### config.mk
export PLATFORM = sky130hd
export DESIGN_NAME = olmc_top
export DESIGN_NICKNAME = d
export VERILOG_FILES = /design/src/common/olmc_pkg.sv /design/src/hw/olmc_top.sv
export VERILOG_INCLUDE_DIRS = /design/src /design/src/common
export SDC_FILE = /design/constraint.sdc
export NUM_CORES = 2
export LEC_CHECK = 0
export ABC_AREA = 1
export BUFFER_PORTS_ARGS = -buffer_cell sky130_fd_sc_hd__buf_2
export CELL_PAD_IN_SITES_DETAIL_PLACEMENT = 1
export CELL_PAD_IN_SITES_GLOBAL_PLACEMENT = 2
export CORE_MARGIN = 2
export CORE_UTILIZATION = 34
export DETAILED_ROUTE_END_ITERATION = 10
export PLACE_DENSITY = 0.79
export SYNTH_ARGS = -nofsm -noshare
export SYNTH_HDL_FRONTEND = slang
export SYNTH_SLANG_ARGS = --single-unit
export TNS_END_PERCENT = 30
### constraint.sdc
create_clock -name core_clk_in -period 6.02 [get_ports core_clk_in]
set_clock_uncertainty 0.2 [all_clocks]
set_input_delay 0 -clock core_clk_in [delete_from_list [all_inputs] [get_ports core_clk_in]]
set_output_delay 0 -clock core_clk_in [all_outputs]
set_load 0.05 [all_outputs]
### src/common/olmc_consts.svh
// olmc_consts.svh: register indices, field positions, reset values and timing for the loopback/mono block
// assumes: included by bare name; byte address of a register is four times its index
`ifndef OLMC_CONSTS_SVH
`define OLMC_CONSTS_SVH
// ----------------------------------------
// register indices
// ----------------------------------------
`define OLMC_IDX_ACC_DET 12'h293
`define OLMC_IDX_PATH1 12'h410
`define OLMC_IDX_PATH2 12'h418
`define OLMC_IDX_PATH3 12'h420
`define OLMC_IDX_GSEL_BASE 12'h413
`define OLMC_IDX_GSEL_STEP 12'h004
`define OLMC_IDX_LOOP1 12'h450
`define OLMC_IDX_LOOP2 12'h451
`define OLMC_IDX_GATE_CTRL 12'h458
`define OLMC_IDX_STATUS 12'h459
// ----------------------------------------
// field positions
// ----------------------------------------
`define OLMC_BIT_DET_SEL 13
`define OLMC_BIT_MONO 12
`define OLMC_BIT_LOOP_ON 0
`define OLMC_BIT_LOOP_ACT 1
`define OLMC_LSB_LOOP_SRC 2
`define OLMC_BIT_GATE_ON 0
`define OLMC_LSB_GATE_THR 1
`define OLMC_LSB_GATE_HOLD 4
`define OLMC_BIT_UNDERCLK 0
// ----------------------------------------
// reset values and timing
// ----------------------------------------
`define OLMC_RST_SRC 4'h0
`define OLMC_LOOP_MIN_CYC 64
`define OLMC_CLK_KHZ 250000
`define OLMC_HOLD0_MS 30
`define OLMC_HOLD1_MS 120
`define OLMC_HOLD2_MS 250
`define OLMC_HOLD3_MS 500
`endif

### src/common/olmc_pkg.sv
// olmc_pkg.sv: types shared by the loopback/mono block
// assumes: referenced as olmc_pkg::name, never imported
package olmc_pkg;
  // loopback source codes, 0101 and 1100..1111 are reserved
  typedef enum logic [3:0] {
    OLMC_SRC_P1L = 4'h0, OLMC_SRC_P1R = 4'h1, OLMC_SRC_P2L = 4'h2, OLMC_SRC_P2R = 4'h3,
    OLMC_SRC_P3 = 4'h4, OLMC_SRC_P4L = 4'h6, OLMC_SRC_P4R = 4'h7, OLMC_SRC_P5L = 4'h8,
    OLMC_SRC_P5R = 4'h9, OLMC_SRC_P6L = 4'ha, OLMC_SRC_P6R = 4'hb
  } olmc_src_t;
  typedef logic [1:0] olmc_hold_t;
endpackage

### src/hw/olmc_top.sv
// olmc_top.sv: echo-reference loopback, headphone mono mode, noise gates and detect-pin select
// assumes: APB master on core_clk_in; path samples are post-volume and arrive with one strobe per frame
// Function
// - global gate enable bit zero gates everything
// - gate mutes only when all sources quiet
// - hold delay 30/120/250/500 ms before muting
// - two independent loopbacks, any output path
// - loopback taps after digital volume
// - loopbacks go to mixers at output rate
// - 4-bit source select at bits 5:2
// - enable request bit 0 per loopback
// - too few clock cycles refuses enable, error
// - refused enable leaves running paths alone
// - read-only active status at bit 1
// - mono bit 12 drives right as inverted left
// - mono mode doubles swing, plus 6 dB
// - bit 13 picks detect and feedback pins
// - paths 1-3 drive headphones 1-3
// - path 4 feeds speaker drivers
`timescale 1ns/1ps
`include "olmc_consts.svh"
module olmc_top #(
  parameter int SAMPLE_W = 24,                          // sample width
  parameter int LOOP_MIN_CYCLES = `OLMC_LOOP_MIN_CYC,   // least clocks per frame for loopback
  parameter int HOLD0_CYC = `OLMC_HOLD0_MS * `OLMC_CLK_KHZ,
  parameter int HOLD1_CYC = `OLMC_HOLD1_MS * `OLMC_CLK_KHZ,
  parameter int HOLD2_CYC = `OLMC_HOLD2_MS * `OLMC_CLK_KHZ,
  parameter int HOLD3_CYC = `OLMC_HOLD3_MS * `OLMC_CLK_KHZ
) (
  input wire logic core_clk_in,                            // system clock, 250 MHz
  input wire logic rst_b_in,                               // async reset, active low
  input wire logic psel_in,                                // apb select
  input wire logic penable_in,                             // apb enable
  input wire logic pwrite_in,                              // apb direction
  input wire logic [15:0] paddr_in,                        // apb byte address
  input wire logic [31:0] pwdata_in,                       // apb write data
  output logic pready_out,                                 // apb ready
  output logic pslverr_out,                                // apb error, unmapped
  output logic [31:0] prdata_out,                          // apb read data
  input wire logic [11:0][SAMPLE_W-1:0] path_sample_in,    // post-volume samples 1L..6R
  input wire logic sample_strobe_in,                       // one pulse per output frame
  input wire logic [11:0] path_below_thr_in,               // level below gate threshold
  output logic [SAMPLE_W-1:0] echo_ref1_data_out,          // loopback 1 stream
  output logic [SAMPLE_W-1:0] echo_ref2_data_out,          // loopback 2 stream
  output logic echo_ref_strobe_out,                        // loopback frame strobe
  output logic [2:0][SAMPLE_W-1:0] hp_left_out,            // headphone 1..3 left
  output logic [2:0][SAMPLE_W-1:0] hp_right_out,           // headphone 1..3 right
  output logic [SAMPLE_W-1:0] spk_left_out,                // speaker left
  output logic [SAMPLE_W-1:0] spk_right_out,               // speaker right
  output logic [11:0] gate_mute_out,                       // per-path gate mute
  output logic [2:0] hp_differential_out,                  // mono mode flags to drivers
  output logic [2:0] gate_threshold_out,                   // threshold code to level detectors
  output logic detect_pin_set_sel_out,                     // 0: pin a set, 1: pin b set
  output logic echo_ref1_active_out,                       // loopback 1 running
  output logic echo_ref2_active_out,                       // loopback 2 running
  output logic underclk_err_out                            // sticky underclock error
);
  // ----------------------------------------
  // elaboration checks
  // ----------------------------------------
  if (SAMPLE_W < 2 || SAMPLE_W > 32 || LOOP_MIN_CYCLES < 1 || HOLD0_CYC < 1) begin : g_bad
    $error("olmc_top: unsupported parameter value");
  end

  // ----------------------------------------
  // apb slave
  // ----------------------------------------
  logic pready_q;            // ready, one wait state
  logic pslverr_q;           // error flag
  logic [31:0] prdata_q;     // captured read data
  logic [31:0] rdata_d;      // read mux
  logic hit_d;               // address mapped
  logic [11:0] idx;          // register index
  logic acc_ph;              // access phase, not yet ready
  logic wr;                  // write takes effect
  assign idx = paddr_in[13:2];
  assign acc_ph = psel_in & penable_in & ~pready_q;
  assign wr = psel_in & penable_in & pready_q & pwrite_in & hit_d;

  // ready one cycle into access, data and error captured then
  always_ff @(posedge core_clk_in or negedge rst_b_in) begin
    if (!rst_b_in) begin
      pready_q <= 1'b0;
      pslverr_q <= 1'b0;
      prdata_q <= 32'h0;
    end else begin
      pready_q <= acc_ph;
      pslverr_q <= acc_ph & ~hit_d;
      if (acc_ph && !pwrite_in) begin
        prdata_q <= rdata_d;
      end
    end
  end

  // ----------------------------------------
  // control registers
  // ----------------------------------------
  logic det_sel_q;                 // detect pin set
  logic [2:0] mono_q;              // headphone mono flags
  logic gate_on_q;                 // global gate enable
  logic [2:0] gate_thr_q;          // gate threshold code
  olmc_pkg::olmc_hold_t hold_q;    // hold delay code
  logic err_q;                     // underclock error
  logic [3:0] src_q [2];           // loopback source codes
  logic [1:0] on_q;                // loopback requests
  logic [1:0] act_q;               // loopback running
  logic [1:0] rej;                 // refused enable this cycle
  logic [11:0] gsel_q [12];        // gate source masks
  logic [31:0] hold_lim;           // current hold count

  // plain fields
  always_ff @(posedge core_clk_in or negedge rst_b_in) begin
    if (!rst_b_in) begin
      det_sel_q <= 1'b0;
      mono_q <= 3'h0;
      gate_on_q <= 1'b0;
      gate_thr_q <= 3'h0;
      hold_q <= 2'h0;
    end else if (wr) begin
      case (idx)
        `OLMC_IDX_ACC_DET: det_sel_q <= pwdata_in[`OLMC_BIT_DET_SEL];
        `OLMC_IDX_PATH1: mono_q[0] <= pwdata_in[`OLMC_BIT_MONO];
        `OLMC_IDX_PATH2: mono_q[1] <= pwdata_in[`OLMC_BIT_MONO];
        `OLMC_IDX_PATH3: mono_q[2] <= pwdata_in[`OLMC_BIT_MONO];
        `OLMC_IDX_GATE_CTRL: begin
          gate_on_q <= pwdata_in[`OLMC_BIT_GATE_ON];
          gate_thr_q <= pwdata_in[`OLMC_LSB_GATE_THR +: 3];
          hold_q <= pwdata_in[`OLMC_LSB_GATE_HOLD +: 2];
        end
        default: begin
        end
      endcase
    end
  end

  // sticky error, a new refusal wins over a clear
  always_ff @(posedge core_clk_in or negedge rst_b_in) begin
    if (!rst_b_in) begin
      err_q <= 1'b0;
    end else begin
      err_q <= (err_q & ~(wr && idx == `OLMC_IDX_STATUS && pwdata_in[`OLMC_BIT_UNDERCLK])) | (|rej);
    end
  end

  // ----------------------------------------
  // clock budget per frame
  // ----------------------------------------
  logic [15:0] per_cnt_q;    // clocks since last strobe, saturating
  logic budget_ok_q;         // last frame had enough clocks

  // count clocks between frame strobes
  always_ff @(posedge core_clk_in or negedge rst_b_in) begin
    if (!rst_b_in) begin
      per_cnt_q <= 16'h0;
      budget_ok_q <= 1'b0;
    end else if (sample_strobe_in) begin
      per_cnt_q <= 16'h0;
      budget_ok_q <= (32'(per_cnt_q) + 32'd1) >= 32'(LOOP_MIN_CYCLES);
    end else if (per_cnt_q != 16'hffff) begin
      per_cnt_q <= per_cnt_q + 16'h1;
    end
  end

  // ----------------------------------------
  // loopback paths
  // ----------------------------------------
  // pick a post-volume sample, reserved codes give silence
  function automatic logic [SAMPLE_W-1:0] pick(input logic [3:0] code,
                                               input logic [11:0][SAMPLE_W-1:0] s);
    logic [SAMPLE_W-1:0] r;
    r = '0;
    if (code <= 4'h4) begin
      r = s[code];
    end else if (code >= 4'h6 && code <= 4'hb) begin
      r = s[code];
    end
    return r;
  endfunction

  for (genvar g = 0; g < 2; g++) begin : g_loop
    logic hit_l;   // write to this loopback register
    assign hit_l = wr && idx == (g == 0 ? `OLMC_IDX_LOOP1 : `OLMC_IDX_LOOP2);
    assign rej[g] = hit_l & pwdata_in[`OLMC_BIT_LOOP_ON] & ~act_q[g] & ~budget_ok_q;

    // request, source and status; status bit itself is not writable
    always_ff @(posedge core_clk_in or negedge rst_b_in) begin
      if (!rst_b_in) begin
        on_q[g] <= 1'b0;
        act_q[g] <= 1'b0;
        src_q[g] <= `OLMC_RST_SRC;
      end else if (hit_l) begin
        on_q[g] <= pwdata_in[`OLMC_BIT_LOOP_ON];
        src_q[g] <= pwdata_in[`OLMC_LSB_LOOP_SRC +: 4];
        if (!pwdata_in[`OLMC_BIT_LOOP_ON]) begin
          act_q[g] <= 1'b0;
        end else if (!act_q[g]) begin
          act_q[g] <= budget_ok_q;
        end
      end
    end
  end

  // loopback streams at the output-path frame rate
  always_ff @(posedge core_clk_in or negedge rst_b_in) begin
    if (!rst_b_in) begin
      echo_ref1_data_out <= '0;
      echo_ref2_data_out <= '0;
      echo_ref_strobe_out <= 1'b0;
    end else begin
      echo_ref_strobe_out <= sample_strobe_in;
      if (sample_strobe_in) begin
        echo_ref1_data_out <= act_q[0] ? pick(src_q[0], path_sample_in) : '0;
        echo_ref2_data_out <= act_q[1] ? pick(src_q[1], path_sample_in) : '0;
      end
    end
  end

  // ----------------------------------------
  // headphone and speaker outputs
  // ----------------------------------------
  // mono: right is the negated left, differential swing doubles for +6 dB
  always_ff @(posedge core_clk_in or negedge rst_b_in) begin
    if (!rst_b_in) begin
      hp_left_out <= '0;
      hp_right_out <= '0;
      spk_left_out <= '0;
      spk_right_out <= '0;
    end else if (sample_strobe_in) begin
      for (int k = 0; k < 3; k++) begin
        hp_left_out[k] <= path_sample_in[2*k];
        hp_right_out[k] <= mono_q[k] ? SAMPLE_W'(-path_sample_in[2*k]) : path_sample_in[2*k+1];
      end
      spk_left_out <= path_sample_in[6];
      spk_right_out <= path_sample_in[7];
    end
  end

  // static control outputs
  always_ff @(posedge core_clk_in or negedge rst_b_in) begin
    if (!rst_b_in) begin
      hp_differential_out <= 3'h0;
      gate_threshold_out <= 3'h0;
      detect_pin_set_sel_out <= 1'b0;
      echo_ref1_active_out <= 1'b0;
      echo_ref2_active_out <= 1'b0;
      underclk_err_out <= 1'b0;
    end else begin
      hp_differential_out <= mono_q;
      gate_threshold_out <= gate_thr_q;
      detect_pin_set_sel_out <= det_sel_q;
      echo_ref1_active_out <= act_q[0];
      echo_ref2_active_out <= act_q[1];
      underclk_err_out <= err_q;
    end
  end

  // ----------------------------------------
  // noise gates
  // ----------------------------------------
  // hold code to cycle count
  always_comb begin
    case (hold_q)
      2'h0: hold_lim = 32'(HOLD0_CYC);
      2'h1: hold_lim = 32'(HOLD1_CYC);
      2'h2: hold_lim = 32'(HOLD2_CYC);
      2'h3: hold_lim = 32'(HOLD3_CYC);
      default: hold_lim = 32'(HOLD0_CYC);
    endcase
  end

  logic [11:0] quiet;          // all selected sources below threshold
  logic [31:0] gcnt_q [12];    // quiet time counters
  for (genvar k = 0; k < 12; k++) begin : g_gate
    assign quiet[k] = gate_on_q & (|gsel_q[k]) & (&(path_below_thr_in | ~gsel_q[k]));

    // source mask, one path selected at reset
    always_ff @(posedge core_clk_in or negedge rst_b_in) begin
      if (!rst_b_in) begin
        gsel_q[k] <= 12'(1 << k);
      end else if (wr && idx == 12'(`OLMC_IDX_GSEL_BASE + k * `OLMC_IDX_GSEL_STEP)) begin
        gsel_q[k] <= pwdata_in[11:0];
      end
    end

    // mute after the hold time of continuous quiet
    always_ff @(posedge core_clk_in or negedge rst_b_in) begin
      if (!rst_b_in) begin
        gcnt_q[k] <= 32'h0;
        gate_mute_out[k] <= 1'b0;
      end else if (!quiet[k]) begin
        gcnt_q[k] <= 32'h0;
        gate_mute_out[k] <= 1'b0;
      end else if (gcnt_q[k] >= hold_lim) begin
        gate_mute_out[k] <= 1'b1;
      end else begin
        gcnt_q[k] <= gcnt_q[k] + 32'h1;
      end
    end
  end

  // ----------------------------------------
  // read mux and decode
  // ----------------------------------------
  always_comb begin
    rdata_d = 32'h0;
    hit_d = paddr_in[15:14] == 2'h0 && paddr_in[1:0] == 2'h0;
    case (idx)
      `OLMC_IDX_ACC_DET: rdata_d[`OLMC_BIT_DET_SEL] = det_sel_q;
      `OLMC_IDX_PATH1: rdata_d[`OLMC_BIT_MONO] = mono_q[0];
      `OLMC_IDX_PATH2: rdata_d[`OLMC_BIT_MONO] = mono_q[1];
      `OLMC_IDX_PATH3: rdata_d[`OLMC_BIT_MONO] = mono_q[2];
      `OLMC_IDX_LOOP1: rdata_d[5:0] = {src_q[0], act_q[0], on_q[0]};
      `OLMC_IDX_LOOP2: rdata_d[5:0] = {src_q[1], act_q[1], on_q[1]};
      `OLMC_IDX_GATE_CTRL: rdata_d[5:0] = {hold_q, gate_thr_q, gate_on_q};
      `OLMC_IDX_STATUS: rdata_d[`OLMC_BIT_UNDERCLK] = err_q;
      default: begin
        hit_d = 1'b0;
        for (int k = 0; k < 12; k++) begin
          if (idx == 12'(`OLMC_IDX_GSEL_BASE + k * `OLMC_IDX_GSEL_STEP)) begin
            hit_d = paddr_in[15:14] == 2'h0 && paddr_in[1:0] == 2'h0;
            rdata_d[11:0] = gsel_q[k];
          end
        end
      end
    endcase
  end

  assign pready_out = pready_q;
  assign pslverr_out = pslverr_q;
  assign prdata_out = prdata_q;
endmodule

# Word level (Yosys, flattened, before mapping)
# Cells that the tools add are included.
# word_totals
word_cells,382
ff_bits,847
output_inout_bits,297
# classes
n_eq_ne,48
n_lt_le_gt_ge,21
bitwise,68
muxes,98
reduce_logical,58
add_sub_neg,17
# ops
op,n
32-bit two-way mux,24
32-bit by 1-bit adder with 32-bit output (second input constant),12
32-bit greater-or-equal comparator,12
24-bit two-way mux,11
12-bit by 11-bit == test with 1-bit output (second input constant),19
24-bit binary-select mux with 4-bit select,2
12-bit two-way mux,12
12-bit inverter,12
12-bit OR,12
12-bit AND reduction,12
12-bit OR reduction,12
32-bit one-hot mux with 4 select lines,1
24-bit negation,3
1-bit two-way mux,42
1-bit AND,37
16-bit two-way mux,2
2-bit by 1-bit != test with 1-bit output (second input constant),12
2-bit != test (second input constant),12
1-bit logical AND,20
5-bit one-hot mux with 4 select lines,1
16-bit by 1-bit adder with 17-bit output (second input constant),1
17-bit by 7-bit greater-or-equal comparator with 1-bit output (second input constant),1
16-bit by 1-bit adder with 16-bit output (second input constant),1
16-bit != test (second input constant),1
other kinds (20),36

# Longest topological paths before layout
# logic_depth
ltp_word,22
ltp_mapped,21
mapped_depth_nobuf,21

# Worst setup path after synthesis
# OpenSTA, ideal clock, no wires.
# synth_path
path_type,register to register
start,register hold_q[1]
end,register gcnt_q[23] (netlist bit)
t_arrival_ps,4548
period_less_slack_ps,4884
required_time_ps,5685
path_stages_with_launch,17
setup_slack_ps,1136
cell_sequence,dfrtp_1 -> inv_1 -> ha_1 -> inv_1 -> ha_1 -> a21o_1 -> nor2_1 -> a21oi_1 -> nor2_1 -> nand3_1 -> nor2_1 -> nand2_1 -> nor2_2 -> nand3_1 -> nor3_1 -> nand2_1 -> nor3b_1
# synth_via
elab_chain_cells,4
word_cells_on_any_way,7
cone_classes,order compare: 1; eq/ne: 4; mux: 1; reduce/logical: 1
# synth_rtl
element,line,rtl
from (decl),olmc_top.sv:102,olmc_pkg::olmc_hold_t hold_q;
from (signal assigned),olmc_top.sv:128,hold_q <= pwdata_in[`OLMC_LSB_GATE_HOLD +: 2];
"2-bit == test, or another cell as far along",olmc_top.sv:262,case (hold_q)
32-bit one-hot mux with 4 select lines (*),olmc_top.sv:262,
32-bit greater-or-equal comparator (*),olmc_top.sv:293,end else if (gcnt_q[k] >= hold_lim) begin
2-bit != test (no line) (*),n/a,
"to (signal, indexed assignment)",olmc_top.sv:296,gcnt_q[k] <= gcnt_q[k] + 32'h1;
to (decl),olmc_top.sv:272,logic [31:0] gcnt_q [12];
# Every way passes the cells marked *; elsewhere a longest branch is shown, timed or not. The select of a mux whose other input is x is not followed.
# A chain may end at the register's enable or synchronous reset.

# Worst setup path in the final report
# layout_path
start,register hold_q[1]
end,register gcnt_q[210] (netlist bit)
# The elaborated chain is that of the path after synthesis.

==> summary.txt <==
status = finished clean
top sig layer = met5
final hold viol count = 0
total negative slack = 0 ns
initial antenna violation count = 52
synth warn = 0
die area = 161000 µm²
Total GRT Usage = 32.8%
Final Util = 44.1%
Post-synth EDFFs = 0
Initial DRC Count = 4530
DP HPWL = 195000 µm
die span in y = 401 µm
FP Rows = 145
metal3 WL = 20100 µm
Initial Util = 34.3%
RSZ-0062 raised after global routing = no
measured slew at the worst slew-check pin = 1.28 ns
# IOs = 651
layout cells sized above 1 = 11.0%
total power = 14.6 mW
Worst VDD drop = 0.226 mV
most numerous cell in the Yosys netlist = nand2_1
layout net count = 9040
CP Cell Sequence = inv_2 -> buf_4 -> ha_2 -> inv_1 -> ha_1 -> a21oi_1 -> o21ai_0 -> nand2_1 -> nand3_1 -> nand2_1 -> nand3_1 -> nor3_1 -> nand4_1 -> nor2_1 -> nand3_1 -> nand2_1 -> inv_1 -> nor2_1
latest clock arrival within the worst-skew pair = 0.78 ns
hold crit path type = in -> reg
Pwr Density = 212 nW/µm²
DR vias = 59433
drt wl/cell = 25.4 µm
startpoint types = register
TritonCTS clock tree = built
Final Max Slew Viols = 0
CP Capture Type = register
H-tree levels = 3
Vias/cell = 5.62
slowest stage delay, CP = 0.55 ns
post-CTS sizing = 0
first-pass GRT wire length = 401000 µm
first-pass iteration count of the detailed router = 5
Synth Instances = 7243
Max Buffers Root-to-Sink = 3
Post-synth top cells = 1647 x nand2_1, 835 x dfrtp_1, 703 x inv_1, 639 x o21ai_0, 626 x nor2_1
wire length on met2 = 120000 µm
Area contributors post-synth = dfrtp_1 39%, nand2_1 12%, ha_1 6.7%
Critical-path top delay cell = dfrtp_1
Syn Area/Cell = 7.39 µm²
Filler cells = 19214
final WL = 269000 µm
Tcrit/Tclk final = 85.8%
Layout area overhead = 28.7%
Worst slew margin = 13.5%
Max-Cap Viols = 0
Max Fclk = 194 MHz
worst slack at placement = 0.903 ns
final worst setup slack = 0.856 ns
post-layout min period = 5.16 ns
placed inst area = 58700 µm²
largest net degree at the start of global routing = 171
critical path class = reg -> reg
register area share after synthesis = 39.6%
Async S/R FF share, synth = 100%
crit path max fanout = 14
core area = 156000 µm²
Yosys top cell area share = 39.1%
gpl congestion = 0.943
GRT Residual Overflow = 0
Mapped Area = 53500 µm²
vias in the first global route = 61265
synth unique cells = 65
buffer and inverter count on the worst path = 4
number of remaining DRC errors = 0
clock root buffer = clkbuf_16
#FFs+latches synth = 847
port bufs = 614
design area = 68900 µm²
wl on met1 = 110000 µm
final setup vio count = 0
CTS clk-pin slew, worst paths = 0.06 ns
number of routed nets with antenna violations = 0
Synth Flop Type = dfrtp_1
CP delay by family, top = simple AND/OR/NAND/NOR gates
cell taking the most area after synthesis = dfrtp_1
Worst Path Arrival = 5.62 ns
die width = 401 µm
# clock sinks = 847
Worst Path Required = 6.48 ns
LEAKAGE = 30.7 nW
total CTS buffers = 107
## cells in the final DEF, fill, tap and decap left out, types with 22 or more instances in the layout
cell type      netlist  final
buf_4               18     64
o311ai_0            34     34
diode_2              0     43
o22ai_1             25     25
nor3_1             218    218
nor2_1             626    625
buf_2                8    612
ha_1               286    283
o21ai_0            639    639
a32o_1              22     22
nand2_1           1647   1647
nand3_1            322    322
nor4_1             132    130
o21ai_1            151    151
xor2_1             103    103
clkbuf_16            0    108
a21oi_1            577    577
dfrtp_1            835    830
clkbuf_8             0     24
o211ai_1            39     39
dlygate4sd3_1        0    645
o31ai_1            107    107
nand4_1            207    207
inv_1              703    699
a211oi_1            53     52
## routing by layer
layer  GRT usage [%]  vias up
met5               0        -
met4            20.3       12
met3            7.68      718
met2            51.6     2075
met1            40.7    29556
li1                -    27072
## cell type report
| type | count | area [µm²] | area share [%] |
|---|---|---|---|
| diodes | 43 | 108 | 0.156 |
| clock inverters | 38 | 526 | 0.763 |
| flip-flops and latches | 847 | 21200 | 30.8 |
| inverters | 727 | 2740 | 3.97 |
| multi-input cells | 5387 | 28400 | 41.3 |
| well taps | 2058 | 2570 | 3.74 |
| repair buffers | 1330 | 10200 | 14.8 |
| clock buffers | 152 | 3110 | 4.51 |
## tightest hold or removal path, delay by kind of cell
family | cells | cell delay, ns
compound gates | 1 | 0.20
buf+inv | 3 | 0.75
## through the flow
| stage | std cells | hold slack, ns |
|---|---|---|
| 5_1_grt | 10560 | 0.0391 |
| 6_report | 10582 | 0.0244 |
| 3_3_place_gp | 9703 | -0.0921 |
| 3_5_place_dp | 9703 | -0.0869 |
| 2_1_floorplan | 7260 | -0.496 |
| 4_1_cts | 10539 | 0.00146 |
## timing repair
item                      in CTS  in global routing
setup buffers                  0                  0
hold endpoints to repair    1339                  0
hold buffers                 646                  0
## sequential cells by signal, indices dropped and copies added, names as in the netlist, 2 cells and up
name / count
hp_left_out: 72
mono_q: 3
hp_right_out: 72
gcnt_q: 384
hp_differential_out: 3
prdata_out: 14
gate_thr_q: 3
hold_q: 2
gate_threshold_out: 3
gsel_q: 144
on_q: 2
spk_left_out: 24
act_q: 2
gate_mute_out: 12
src_q: 8
per_cnt_q: 16
spk_right_out: 24
echo_ref1_data_out: 24
echo_ref2_data_out: 24
## cell families after synthesis
family                   count (synthesis)  synth area share [%]
AND/OR/NAND/NOR                       3217                  25.9
adder cells (fa/ha/maj)                286                  6.69
buffers and inverters                 1026                  7.44
AO/OA/AOI/OAI                         1743                  18.3
other                                    1               0.00701
XOR/XNOR                               123                  2.01
flip-flops                             847                  39.6
## where the power goes
| part | leakage (nW) | internal [mW] | switching [mW] | total (mW) |
|---|---|---|---|---|
| Combinational | 17.5 | 0.543 | 1.34 | 1.88 |
| Clock | 1.79 | 3.94 | 2.89 | 6.83 |
| Sequential | 11.3 | 5.81 | 0.0992 | 5.91 |
## worst paths after layout
path,start,endpoint,slack [ns],cells after the start
worst max register to register,hold_q[1],gcnt_q[210],0.86,18
min in group asynchronous,rst_b_in,gcnt_q[81],0.39,4
max in group asynchronous,rst_b_in,gsel_q[8],4.36,4
worst max-delay path,hold_q[1],gcnt_q[210],0.86,18
worst min register to register,gate_thr_q[1],gate_threshold_out[1],0.21,0
worst min-delay path,path_sample_in[57],hp_left_out[33],0.02,4
Note: power is estimated with default switching activity, not from simulation.
